==> config.mk <==
export PLATFORM = sky130hd
export DESIGN_NAME = prp_pulse_ref
export DESIGN_NICKNAME = d
export VERILOG_FILES = /design/src/prp_pkg.sv /design/src/prp_in_filter.sv /design/src/prp_pulse_ref.sv
export SDC_FILE = /design/constraint.sdc
export NUM_CORES = 1
export LEC_CHECK = 0
export BUFFER_PORTS_ARGS = -buffer_cell sky130_fd_sc_hd__buf_2
export CAP_MARGIN = 10
export CORE_ASPECT_RATIO = 1.4
export CORE_UTILIZATION = 30
export CTS_CLUSTER_SIZE = 10
export DETAILED_ROUTE_END_ITERATION = 6
export PLACE_DENSITY = 0.45
export SYNTH_ARGS = -nofsm -noshare
export SYNTH_HDL_FRONTEND = slang
export SYNTH_SLANG_ARGS = --single-unit
==> constraint.sdc <==
create_clock -name i_sys_clk -period 17.3 [get_ports i_sys_clk]
set_clock_uncertainty 0.2 [all_clocks]
set_input_delay 0.865 -clock i_sys_clk [delete_from_list [all_inputs] [get_ports i_sys_clk]]
set_output_delay 0.865 -clock i_sys_clk [all_outputs]
set_load 0.02 [all_outputs]
==> src/prp_pkg.sv <==
// Package: constants shared by the position pulse reference front end
package prp_pkg;

    // ------------------------------------------------------------
    // Register map (byte addresses on the plain register port)
    // ------------------------------------------------------------
    localparam int unsigned ADDR_W   = 8;
    localparam logic [7:0]  CTRL_OFS = 8'h00;   // Form, multiplier, filter, smoothing
    localparam logic [7:0]  NUM_OFS  = 8'h04;   // Gear numerator
    localparam logic [7:0]  DEN_OFS  = 8'h08;   // Gear denominator
    localparam logic [7:0]  ERR_OFS  = 8'h0C;   // Position error counter, read only
    localparam logic [7:0]  STAT_OFS = 8'h10;   // Clear and loop state, read only

    // ------------------------------------------------------------
    // Control field layout and encodings
    // ------------------------------------------------------------
    localparam int unsigned FORM_LSB   = 0;
    localparam int unsigned MULT_LSB   = 2;
    localparam int unsigned OCF_BIT    = 4;
    localparam int unsigned SMOOTH_BIT = 5;
    localparam int unsigned CTRL_W     = 6;
    localparam logic [1:0]  FORM_STEP  = 2'h0;  // Step plus direction
    localparam logic [1:0]  FORM_DUAL  = 2'h1;  // Forward and reverse pulses
    localparam logic [1:0]  FORM_QUAD  = 2'h2;  // Two phase quadrature
    localparam logic [1:0]  MULT_X1    = 2'h0;
    localparam logic [1:0]  MULT_X2    = 2'h1;
    localparam logic [1:0]  MULT_X4    = 2'h2;
    localparam int unsigned STAT_CLR_BIT  = 0;
    localparam int unsigned STAT_LOOP_BIT = 1;

    // ------------------------------------------------------------
    // Reset values
    // ------------------------------------------------------------
    localparam logic [5:0]  CTRL_RST = 6'h00;
    localparam logic [15:0] NUM_RST  = 16'h0001;
    localparam logic [15:0] DEN_RST  = 16'h0001;

    // ------------------------------------------------------------
    // Timing: clock rate, input filter times, rated pulse rates
    // ------------------------------------------------------------
    localparam int unsigned CLK_MHZ        = 10;
    localparam int unsigned FILT_NORM_NS   = 200;
    localparam int unsigned FILT_OC_NS     = 800;
    localparam int unsigned LEN_W          = 4;
    localparam int unsigned RATE_LD_KPPS   = 500;
    localparam int unsigned RATE_OC_KPPS   = 200;
    localparam int unsigned RATE_X2_KPPS   = 400;
    localparam int unsigned RATE_X4_KPPS   = 200;
    // Filter lengths round down so they never swallow a legal pulse
    localparam int unsigned FILT_NORM_CYC  = (FILT_NORM_NS * CLK_MHZ / 1000 < 1) ? 1
                                           : FILT_NORM_NS * CLK_MHZ / 1000;
    localparam int unsigned FILT_OC_CYC    = (FILT_OC_NS * CLK_MHZ / 1000 < 1) ? 1
                                           : FILT_OC_NS * CLK_MHZ / 1000;

endpackage

==> src/prp_in_filter.sv <==
// Module: two-flop synchroniser followed by a stable-level input filter
module prp_in_filter #(
    parameter int unsigned LEN_W     = 4,
    parameter logic        RST_LEVEL = 1'b0
) (
    input  wire logic             i_sys_clk,  // System clock
    input  wire logic             i_rst_n,    // Async reset, active low
    input  wire logic             i_pin,      // Raw pin level
    input  wire logic [LEN_W-1:0] i_len,      // Cycles the level must hold
    output logic                  o_level     // Filtered level
);

    // ------------------------------------------------------------
    // Elaboration checks
    // ------------------------------------------------------------
    if (LEN_W < 1) begin : g_bad_len
        $error("prp_in_filter: LEN_W must be at least 1");
    end

    typedef struct packed {
        logic             sync1;
        logic             sync2;
        logic             level;
        logic [LEN_W-1:0] cnt;
    } prp_filt_type;

    prp_filt_type q;
    prp_filt_type next_q;

    // Synchronise first; only the second flop feeds the filter
    always_comb begin
        next_q       = q;
        next_q.sync1 = i_pin;
        next_q.sync2 = q.sync1;
        if (q.sync2 == q.level) begin
            next_q.cnt = '0;
        end else if (q.cnt >= i_len - LEN_W'(1)) begin
            next_q.level = q.sync2;
            next_q.cnt   = '0;
        end else begin
            next_q.cnt = q.cnt + LEN_W'(1);
        end
    end

    // State register
    always_ff @(posedge i_sys_clk or negedge i_rst_n) begin
        if (!i_rst_n) begin
            q <= '{sync1: RST_LEVEL, sync2: RST_LEVEL, level: RST_LEVEL, cnt: '0};
        end else begin
            q <= next_q;
        end
    end

    assign o_level = q.level;
endmodule

==> src/prp_pulse_ref.sv <==
// Module: pulse-train position reference decoder with electronic gear and error counter
//
// Added by the designer: the address-and-strobe port and the register offsets.

// Summary of operation
// RULE1: Step form counts forward while direction is high, reverse while low.
// RULE2: Step form takes 500 kpps line driver, host keeps open collector at 200 kpps.
// RULE3: Dual form counts forward channel forward and reverse channel reverse.
// RULE4: Quadrature is forward when phase B leads A, reverse when it lags.
// RULE5: Quadrature multiplier x1, x2 or x4, rated 500, 400 and 200 kpps.
// RULE6: Host waits over 40 ms after servo on before sending pulses; the bench starts pulses right after t_regs.
// RULE7: Host holds clear asserted longer than 200 us.
// RULE8: Open collector filter bit set applies longer input filtering.
// RULE9: Counted pulses are scaled by gear numerator over denominator.
// RULE10: Software reduces numerator and denominator by a common factor when out of range.
// RULE11: Smoothing select zero picks first filter, one picks second.
// RULE12: Clear zeroes the error counter and disables the position loop.
// RULE13: Software keeps the gear ratio between one hundredth and one hundred.
// RULE14: Gear remainder carries forward so no counts are lost.
// RULE15: All reference inputs are synchronised before edge detection.
module prp_pulse_ref #(
    parameter int unsigned ERR_W = 32,
    parameter int unsigned RES_W = 40
) (
    input  wire logic                      i_sys_clk,      // System clock, 10 MHz
    input  wire logic                      i_rst_n,        // Async reset, active low
    input  wire logic                      i_ref_pulse,    // Reference pulse input / phase A / forward
    input  wire logic                      i_ref_sign,     // Sign input / phase B / reverse
    input  wire logic                      i_clear_req_n,  // Clear request input, active low
    input  wire logic                      i_fb_step,      // Feedback count strobe, same clock
    input  wire logic                      i_fb_dir,       // Feedback direction, 1 forward
    input  wire logic [prp_pkg::ADDR_W-1:0] i_addr,        // Register address
    input  wire logic [31:0]               i_wdata,        // Register write data
    input  wire logic                      i_wr,           // Write strobe
    input  wire logic                      i_rd,           // Read strobe
    output logic      [31:0]               o_rdata,        // Read data, one cycle after strobe
    output logic signed [ERR_W-1:0]        o_err_count,    // Position error counter
    output logic                           o_loop_enable,  // Position loop enabled
    output logic                           o_smooth_sel,   // 0 first filter, 1 second filter
    output logic                           o_clear_active  // Clear request recognised
);

    // ------------------------------------------------------------
    // Elaboration checks
    // ------------------------------------------------------------
    if (ERR_W < 16 || ERR_W > 32 || RES_W < 24 + 16) begin : g_bad_width
        $error("prp_pulse_ref: ERR_W must be 16..32 and RES_W at least 40");
    end
    // RULE2: rated rates must fit the filters
    if (prp_pkg::FILT_OC_CYC * prp_pkg::RATE_OC_KPPS * 4 >= prp_pkg::CLK_MHZ * 1000) begin : g_bad_oc
        $error("prp_pulse_ref: open collector filter too long for rated input");
    end
    if (prp_pkg::FILT_NORM_CYC * prp_pkg::RATE_LD_KPPS * 4 >= prp_pkg::CLK_MHZ * 1000) begin : g_bad_ld
        $error("prp_pulse_ref: line driver filter too long for rated input");
    end
    if (prp_pkg::FILT_NORM_CYC * prp_pkg::RATE_X4_KPPS * 8 >= prp_pkg::CLK_MHZ * 1000
        || prp_pkg::FILT_NORM_CYC * prp_pkg::RATE_X2_KPPS * 4 >= prp_pkg::CLK_MHZ * 1000) begin : g_bad_quad
        $error("prp_pulse_ref: filter too long for quadrature edge spacing");
    end

    // ------------------------------------------------------------
    // State and helpers
    // ------------------------------------------------------------
    typedef struct packed {
        logic [1:0]              form;
        logic [1:0]              mult;
        logic                    ocf;
        logic                    smooth;
        logic [15:0]             num;
        logic [15:0]             den;
        logic                    p_d;
        logic                    s_d;
        logic signed [1:0]       delta;
        logic signed [RES_W-1:0] resid;
        logic signed [ERR_W-1:0] err;
        logic                    clr;
        logic                    loop_en;
        logic [31:0]             rdata;
    } prp_state_type;

    prp_state_type q;
    prp_state_type next_q;

    logic                      p_filt;
    logic                      s_filt;
    logic                      clr_filt_n;
    logic [prp_pkg::LEN_W-1:0] filt_len;

    // Largest shift s (0..7) with den << s not above mag; bounded work per cycle
    function automatic logic [2:0] prp_shift(input logic [RES_W-1:0] mag, input logic [15:0] den);
        logic [2:0] s;
        s = 3'h0;
        for (int i = 1; i < 8; i++) begin
            if (((RES_W'(den)) << i) <= mag) begin
                s = 3'(i);
            end
        end
        return s;
    endfunction

    // ------------------------------------------------------------
    // Input conditioning
    // ------------------------------------------------------------
    // RULE8: longer open collector filter
    assign filt_len = q.ocf ? prp_pkg::LEN_W'(prp_pkg::FILT_OC_CYC)
                            : prp_pkg::LEN_W'(prp_pkg::FILT_NORM_CYC);

    // RULE15: synchronise every reference pin
    prp_in_filter #(.LEN_W(prp_pkg::LEN_W), .RST_LEVEL(1'b0)) u_filt_pulse (
        .i_sys_clk (i_sys_clk),
        .i_rst_n   (i_rst_n),
        .i_pin     (i_ref_pulse),
        .i_len     (filt_len),
        .o_level   (p_filt)
    );
    prp_in_filter #(.LEN_W(prp_pkg::LEN_W), .RST_LEVEL(1'b0)) u_filt_sign (
        .i_sys_clk (i_sys_clk),
        .i_rst_n   (i_rst_n),
        .i_pin     (i_ref_sign),
        .i_len     (filt_len),
        .o_level   (s_filt)
    );
    // Clear is slow, so it always takes the long filter
    prp_in_filter #(.LEN_W(prp_pkg::LEN_W), .RST_LEVEL(1'b1)) u_filt_clear (
        .i_sys_clk (i_sys_clk),
        .i_rst_n   (i_rst_n),
        .i_pin     (i_clear_req_n),
        .i_len     (prp_pkg::LEN_W'(prp_pkg::FILT_OC_CYC)),
        .o_level   (clr_filt_n)
    );

    // ------------------------------------------------------------
    // Next state: decode, gear, error counter, registers
    // ------------------------------------------------------------
    always_comb begin
        logic                    p_rise;
        logic                    s_rise;
        logic                    p_edge;
        logic                    s_edge;
        logic signed [1:0]       d;
        logic signed [RES_W-1:0] r;
        logic signed [RES_W-1:0] den_w;
        logic signed [ERR_W-1:0] e;
        logic [2:0]              sh;
        p_rise = p_filt & ~q.p_d;
        s_rise = s_filt & ~q.s_d;
        p_edge = p_filt ^ q.p_d;
        s_edge = s_filt ^ q.s_d;
        d      = 2'sd0;
        r      = q.resid;
        den_w  = RES_W'(q.den);
        e      = q.err;
        sh     = 3'h0;
        next_q = q;
        next_q.p_d = p_filt;
        next_q.s_d = s_filt;

        // Pulse form decode
        case (q.form)
            prp_pkg::FORM_STEP: begin
                // RULE1: direction by sign level
                if (p_rise) begin
                    d = s_filt ? 2'sd1 : -2'sd1;
                end
            end
            prp_pkg::FORM_DUAL: begin
                // RULE3: separate channels, coincident edges cancel
                if (p_rise && !s_rise) begin
                    d = 2'sd1;
                end else if (s_rise && !p_rise) begin
                    d = -2'sd1;
                end
            end
            prp_pkg::FORM_QUAD: begin
                // RULE4: B leads A is forward
                // RULE5: multiplier picks counted edges
                case (q.mult)
                    prp_pkg::MULT_X1: begin
                        if (p_rise) begin
                            d = s_filt ? 2'sd1 : -2'sd1;
                        end
                    end
                    prp_pkg::MULT_X2: begin
                        if (p_edge) begin
                            d = (p_filt == s_filt) ? 2'sd1 : -2'sd1;
                        end
                    end
                    default: begin
                        if (p_edge && !s_edge) begin
                            d = (p_filt == s_filt) ? 2'sd1 : -2'sd1;
                        end else if (s_edge && !p_edge) begin
                            d = (s_filt != p_filt) ? 2'sd1 : -2'sd1;
                        end
                    end
                endcase
            end
            default: d = 2'sd0;
        endcase
        next_q.delta = d;

        // RULE9: add numerator per counted pulse
        if (q.delta == 2'sd1) begin
            r = r + RES_W'(q.num);
        end else if (q.delta == -2'sd1) begin
            r = r - RES_W'(q.num);
        end
        // RULE14: keep remainder, emit whole counts
        if (r[RES_W-1]) begin
            sh = prp_shift(RES_W'(-r), q.den);
            r  = r + (den_w <<< sh);
            e  = e - ERR_W'(32'h1 << sh);
        end else if (r >= den_w) begin
            sh = prp_shift(RES_W'(r), q.den);
            r  = r - (den_w <<< sh);
            e  = e + ERR_W'(32'h1 << sh);
        end
        if (i_fb_step) begin
            e = i_fb_dir ? e - ERR_W'(1) : e + ERR_W'(1);
        end

        // RULE12: clear zeroes counter, opens loop
        next_q.clr     = ~clr_filt_n;
        next_q.loop_en = clr_filt_n;
        if (q.clr) begin
            next_q.resid = '0;
            next_q.err   = '0;
            next_q.delta = 2'sd0;
        end else begin
            next_q.resid = r;
            next_q.err   = e;
        end

        // Register writes; zero gear terms are outside the setting range
        if (i_wr) begin
            case (i_addr)
                prp_pkg::CTRL_OFS: begin
                    next_q.form   = i_wdata[prp_pkg::FORM_LSB +: 2];
                    next_q.mult   = i_wdata[prp_pkg::MULT_LSB +: 2];
                    next_q.ocf    = i_wdata[prp_pkg::OCF_BIT];
                    // RULE11: smoothing filter select
                    next_q.smooth = i_wdata[prp_pkg::SMOOTH_BIT];
                end
                prp_pkg::NUM_OFS: begin
                    if (i_wdata[15:0] != 16'h0000) begin
                        next_q.num = i_wdata[15:0];
                    end
                end
                prp_pkg::DEN_OFS: begin
                    if (i_wdata[15:0] != 16'h0000) begin
                        next_q.den = i_wdata[15:0];
                    end
                end
                default: next_q.num = next_q.num;
            endcase
        end

        // Read data live for exactly one cycle; unmapped reads return zero
        next_q.rdata = 32'h0000_0000;
        if (i_rd) begin
            case (i_addr)
                prp_pkg::CTRL_OFS: begin
                    next_q.rdata = 32'({q.smooth, q.ocf, q.mult, q.form});
                end
                prp_pkg::NUM_OFS: begin
                    next_q.rdata = {16'h0000, q.num};
                end
                prp_pkg::DEN_OFS: begin
                    next_q.rdata = {16'h0000, q.den};
                end
                prp_pkg::ERR_OFS: begin
                    next_q.rdata = 32'(signed'(q.err));
                end
                prp_pkg::STAT_OFS: begin
                    next_q.rdata[prp_pkg::STAT_CLR_BIT]  = q.clr;
                    next_q.rdata[prp_pkg::STAT_LOOP_BIT] = q.loop_en;
                end
                default: next_q.rdata = 32'h0000_0000;
            endcase
        end
    end

    // State register
    always_ff @(posedge i_sys_clk or negedge i_rst_n) begin
        if (!i_rst_n) begin
            q         <= '0;
            q.form    <= prp_pkg::CTRL_RST[prp_pkg::FORM_LSB +: 2];
            q.mult    <= prp_pkg::CTRL_RST[prp_pkg::MULT_LSB +: 2];
            q.ocf     <= prp_pkg::CTRL_RST[prp_pkg::OCF_BIT];
            q.smooth  <= prp_pkg::CTRL_RST[prp_pkg::SMOOTH_BIT];
            q.num     <= prp_pkg::NUM_RST;
            q.den     <= prp_pkg::DEN_RST;
        end else begin
            q <= next_q;
        end
    end

    // Outputs straight from the state register
    assign o_rdata        = q.rdata;
    assign o_err_count    = q.err;
    assign o_loop_enable  = q.loop_en;
    assign o_smooth_sel   = q.smooth;
    assign o_clear_active = q.clr;
endmodule

## Word-level counts from Yosys, hierarchy flattened

Index checks and enable logic that the tools add are counted.
W data, S select, Z words.

- Bits in registers: 169
- Logic and storage cells: 151

- Add/sub/neg operators: 13
- Magnitude comparators: 18
- Equal/unequal tests: 14
- Shift-type cells: 4
- Muxes and demuxes: 48
- Bitwise operators: 10
- Reductions and logical operators: 18

Operators with widths:

| kind | count |
|---|---|
| $mux W32 | 5 |
| $mux W40 | 4 |
| $pmux W30 S4 | 1 |
| $le A17 B40 Y1 | 2 |
| $le A18 B40 Y1 | 2 |
| $le A19 B40 Y1 | 2 |
| $le A20 B40 Y1 | 2 |
| $le A21 B40 Y1 | 2 |
| $le A22 B40 Y1 | 2 |
| $le A23 B40 Y1 | 2 |
| $sshl A17 B3 Y40 | 2 |
| $mux W72 | 1 |
| $shl A1 B3 Y32 const A | 2 |
| $mux W3 | 15 |
| $add A40 B16 Y40 | 1 |
| $add A40 B40 Y40 | 1 |
| $ge A40 B17 Y1 | 1 |
| $neg A40 Y40 | 1 |
| $sub A40 B16 Y40 | 1 |
| $sub A40 B40 Y40 | 1 |
| $add A32 B2 Y32 const B | 1 |
| $add A32 B32 Y32 | 1 |
| $sub A32 B2 Y32 const B | 1 |
| $sub A32 B32 Y32 | 1 |
| 27 further kinds | 71 |

## Depth between registers and ports, before layout

- Depth after elaboration: 21
- Depth in mapped cells: 61
- Gate-level depth less buffers: 61

## By module

Synthesis repeated with hierarchy kept, for this count alone.

- Cells, all modules: 2,950
- Area, all modules: 24,056.8 µm²

Modules (own cells, without submodules):

| module | times used | cells an instance | area each (µm²) | seq. area each (µm²) |
|---|---|---|---|---|
| prp_pulse_ref | 1 | 2,845 | 22,821.9 | 3,706.1 |
| prp_in_filter (u_filt_pulse ...) | 2 | 35 | 410.4 | 175.2 |
| prp_in_filter (u_filt_clear) | 1 | 35 | 414.1 | 178.9 |

## Least setup slack after synthesis

Ideal clock, no wire load.

- Kind: flip-flop to flip-flop
- Start point: register q[126] (netlist bit)
- End point: register q, in the netlist o_err_count[30]
- Arrival: 10.574 ns
- Required time: 17.017 ns
- Setup slack: 6.443 ns
- Stages on the path, launching flop included: 50
- Cell sequence: dfstp_2 -> ha_1 -> fa_1 -> nand2b_1 -> a2111o_1 -> and3_1 -> or3_1 -> a31oi_2 -> inv_2 -> nor4_2 -> nand4b_1 -> nor2_1 -> nand3_1 -> xnor2_1 -> ha_1 -> a21o_1 -> a21o_1 -> a21oi_1 -> [14 not listed] -> nor2b_1 -> nor4b_1 -> a41oi_1 -> xnor2_1 -> ha_1 -> a21oi_1 -> inv_1 -> a31oi_1 -> o21ai_0 -> nand2_1 -> o21ai_0 -> o41a_1 -> a22o_1 -> o41ai_1 -> o21a_1 -> o21ai_0 -> xnor2_1 -> o21ai_0

RTL lines:

| element | RTL line | source |
|---|---|---|
| from (decl) | prp_pulse_ref.sv:81 | `prp_state_type q;` |
| from (signal assigned) | prp_pulse_ref.sv:293 | `q <= next_q;` |

==> results.py <==
metrics = {
    "setup_path": {
        "crit_fanout": 10,
        "r2r_end": "o_err_count[30]$_DFF_PN0_",
        "rrSetupSlack_ns": 2.53,
        "path_class": "reg -> reg",
        "max_stage_delay_ns": 0.89,
        "crit_required_ns": 17.49,
        "crit_path_end_kind": "flop",
        "slowest_stage": "a2111oi_0",
        "worstReg2RegStart": "q[73]$_DFF_PN0_",
        "start_kind": "flop",
        "cpMostUsedCell": "o21ai_0",
        "crit_arrival_ns": 14.96,
        "reg2reg_depth": 49,
    },
    "detailed_routing": {
        "wl_per_cell_um": 22.18,
        "num_vias": 22030,
        "remaining_drc_errors": 0,
        "drt_iter0_drc": 1214,
        "drt_first_pass_iters": 5,
        "ant_nets": 0,
        "wirelength_um": 87370,
        "vias_per_cell": 5.592,
    },
    "cts": {
        "ctsHoldBuffers": 0,
        "cts_tree": "done",
        "clock_latency_ns": 0.47,
        "htree_levels": 4,
        "clock-sinks": 169,
        "clockRootBuffer": "clkbuf_16",
        "cts_buffers": 17,
        "cts_resized": 0,
        "cts_buffer_depth": 2,
        "path_clk_slew_ns": 0.08,
        "postCtsSetupRepairBufs": 0,
    },
    "timing": {
        "tightest_slew_ns": 1.161,
        "holdWs_ns": 0.1545,
        "finalSetupViolCount": 0,
        "rsz0062_at_grt": "no",
        "tns_ns": 0,
        "hold_viol": 0,
        "slew_viol_final": 0,
        "fmax_mhz": 67.71,
        "maxSlewHeadroom_pct": 21.88,
        "period_share_pct": 85.37,
        "fin_crit_ns": 14.77,
    },
    "die": {
        "top_level_ports": 116,
        "start_util_pct": 30.48,
        "die_h_um": 332.7,
        "die_w_um": 238.2,
        "row_count": 120,
        "core_sq_mm": 0.07687,
        "die_area_sq_mm": 0.07923,
    },
    "synth": {
        "syn_area_per_cell_sq_um": 8.146,
        "synth-seq-cells": 169,
        "synthCells": 2876,
        "syn-num-nets": 3315,
        "synth_top_area_share_pct": 20.40,
        "synth_ff_type": "dfrtp_1",
        "yosysUniqueCellTypes": 104,
        "synth_async_sr_flop_share_pct": 100.0,
        "yosysSeqAreaShare_pct": 18.08,
        "ys_top_cells_by_count": "ha_1, nor2_1, a21oi_1",
        "synth_top_area_cell": "ha_1",
        "synth_edf_count": 0,
        "netlist_area_sq_mm": 0.02343,
        "yosysWarnings": 0,
        "yosysMostFrequentCell": "ha_1",
        "yosys-top-cells-area": "ha_1, dfrtp_1, xnor2_1",
    },
    "final_layout": {
        "antenna_cells": 0,
        "seqCellArea_sq_mm": 0.004237,
        "syn2layout_area_growth_pct": 8.732,
        "multi_input_area_sq_mm": 0.01786,
        "fin_util_pct": 33.14,
        "fill_cells": 8246,
        "layout.nets": 3329,
        "drive_above_1_share_pct": 9.921,
    },
    "min_path": {
        "whs_path_depth": 0,
        "holdCritPathClass": "reg -> reg",
        "hp-start": "u_filt_sign.next_q[5]$_DFF_PN0_",
        "hold_end": "u_filt_sign.q[5]$_DFF_PN0_",
    },
    "global_routing": {
        "grt.overflow.total": 0,
        "grt_usage_pct": 22.11,
        "grt_pass1_vias": 23080,
        "grt_max_degree": 66,
        "grt_pass1_wl_um": 135100,
        "antenna_found_initial": 2,
    },
    "status": {
        "status": "completed",
    },
    "placement": {
        "portBuffers": 99,
        "hpwl_um": 69170,
        "gp_congestion": 0.8916,
    },
    "job": {
        "drv_cap": 0,
    },
}
state kept, by name, summed over array words and instances, names as in the netlist, 5 cells and up:
signal          flops
u_filt_pulse.q      5
u_filt_sign.q       5
q                  81
o_err_count        32
u_filt_clear.q      5
o_rdata            32
logic make-up after synthesis:
family / synth area share [%]
xor gates and xnor gates: 6.692
AOI/OAI and AO/OA: 21.51
and+or+nand+nor: 20.51
buffers and inverters: 5.923
muxes: 6.200
adders and majority gates: 21.08
DFF: 18.08
per-layer routing:
| metal | vias to the layer above | GRT usage [%] | share of wire, % | wire length, um |
|---|---|---|---|---|
| li1 | 10570 | - | - | - |
| met1 | 10720 | 25.00 | 40 | 35260 |
| met2 | 529 | 40.72 | 51 | 44940 |
| met3 | 210 | 1.618 | 2.7 | 2321 |
| met4 | 4 | 12.10 | 5.5 | 4823 |
| met5 | - | 0 | 0.025 | 22 |
worst max-delay path by stage:
stage / startpoint / end / slack [ns] / cells past startpoint
2_1_floorplan: q[126]$_DFFE_PN1P_ / o_err_count[30]$_DFF_PN0_ / 6.44 / 49
3_3_place_gp: q[126]$_DFFE_PN1P_ / o_err_count[30]$_DFF_PN0_ / 2.75 / 50
3_5_place_dp: q[126]$_DFFE_PN1P_ / o_err_count[30]$_DFF_PN0_ / 2.66 / 50
4_1_cts: q[126]$_DFFE_PN1P_ / o_err_count[30]$_DFF_PN0_ / 2.61 / 50
5_1_grt: q[126]$_DFFE_PN1P_ / o_err_count[30]$_DFF_PN0_ / 1.75 / 52
6_report: q[73]$_DFF_PN0_ / o_err_count[30]$_DFF_PN0_ / 2.53 / 49
area by class of cell:
cell class / count / area share (%)
Clock buffer: 17 / 1.670
Clock inverter: 15 / 0.9136
Inverter: 137 / 2.019
Multi-Input combinational cell: 2412 / 70.10
Sequential cell: 169 / 16.63
Tap cell: 1037 / 5.093
Timing Repair Buffer: 153 / 3.571
stage by stage:
step / setup WS [ns] / cells / area, sq um
finish: 2.532 / 3940 / 25470
global route: 1.752 / 3940 / 25470
CTS: 2.605 / 3940 / 25470
detailed placement: 2.660 / 3908 / 24820
global placement: 2.745 / 3908 / 24820
floorplan: 6.443 / 2876 / 23430
worst max-delay path, delay by kind of cell (launching register included):
| family | cells | cell delay (ns) |
|---|---|---|
| AO/OA/AOI/OAI | 29 | 8.71 |
| AND/OR/NAND/NOR | 9 | 2.09 |
| adder cells (fa/ha/maj) | 4 | 1.47 |
| buffers and inverters | 4 | 0.95 |
| XOR/XNOR | 3 | 0.80 |
| flip-flops | 1 | 0.42 |
cell usage in the layout, fill, tap and decap left out, types with 71 or more instances in the layout:
master / n
dfrtp_1: 163
xnor2_1: 133
mux2i_1: 99
a21o_1: 116
nand2_1: 173
nor2_1: 270
nor3_1: 77
ha_1: 382
inv_1: 135
nand4_1: 71
buf_2: 98
o21ai_0: 129
a21oi_1: 209
Power is not shown: default switching activity piles up to over one toggle a cycle in this logic, so the estimate is an artifact.
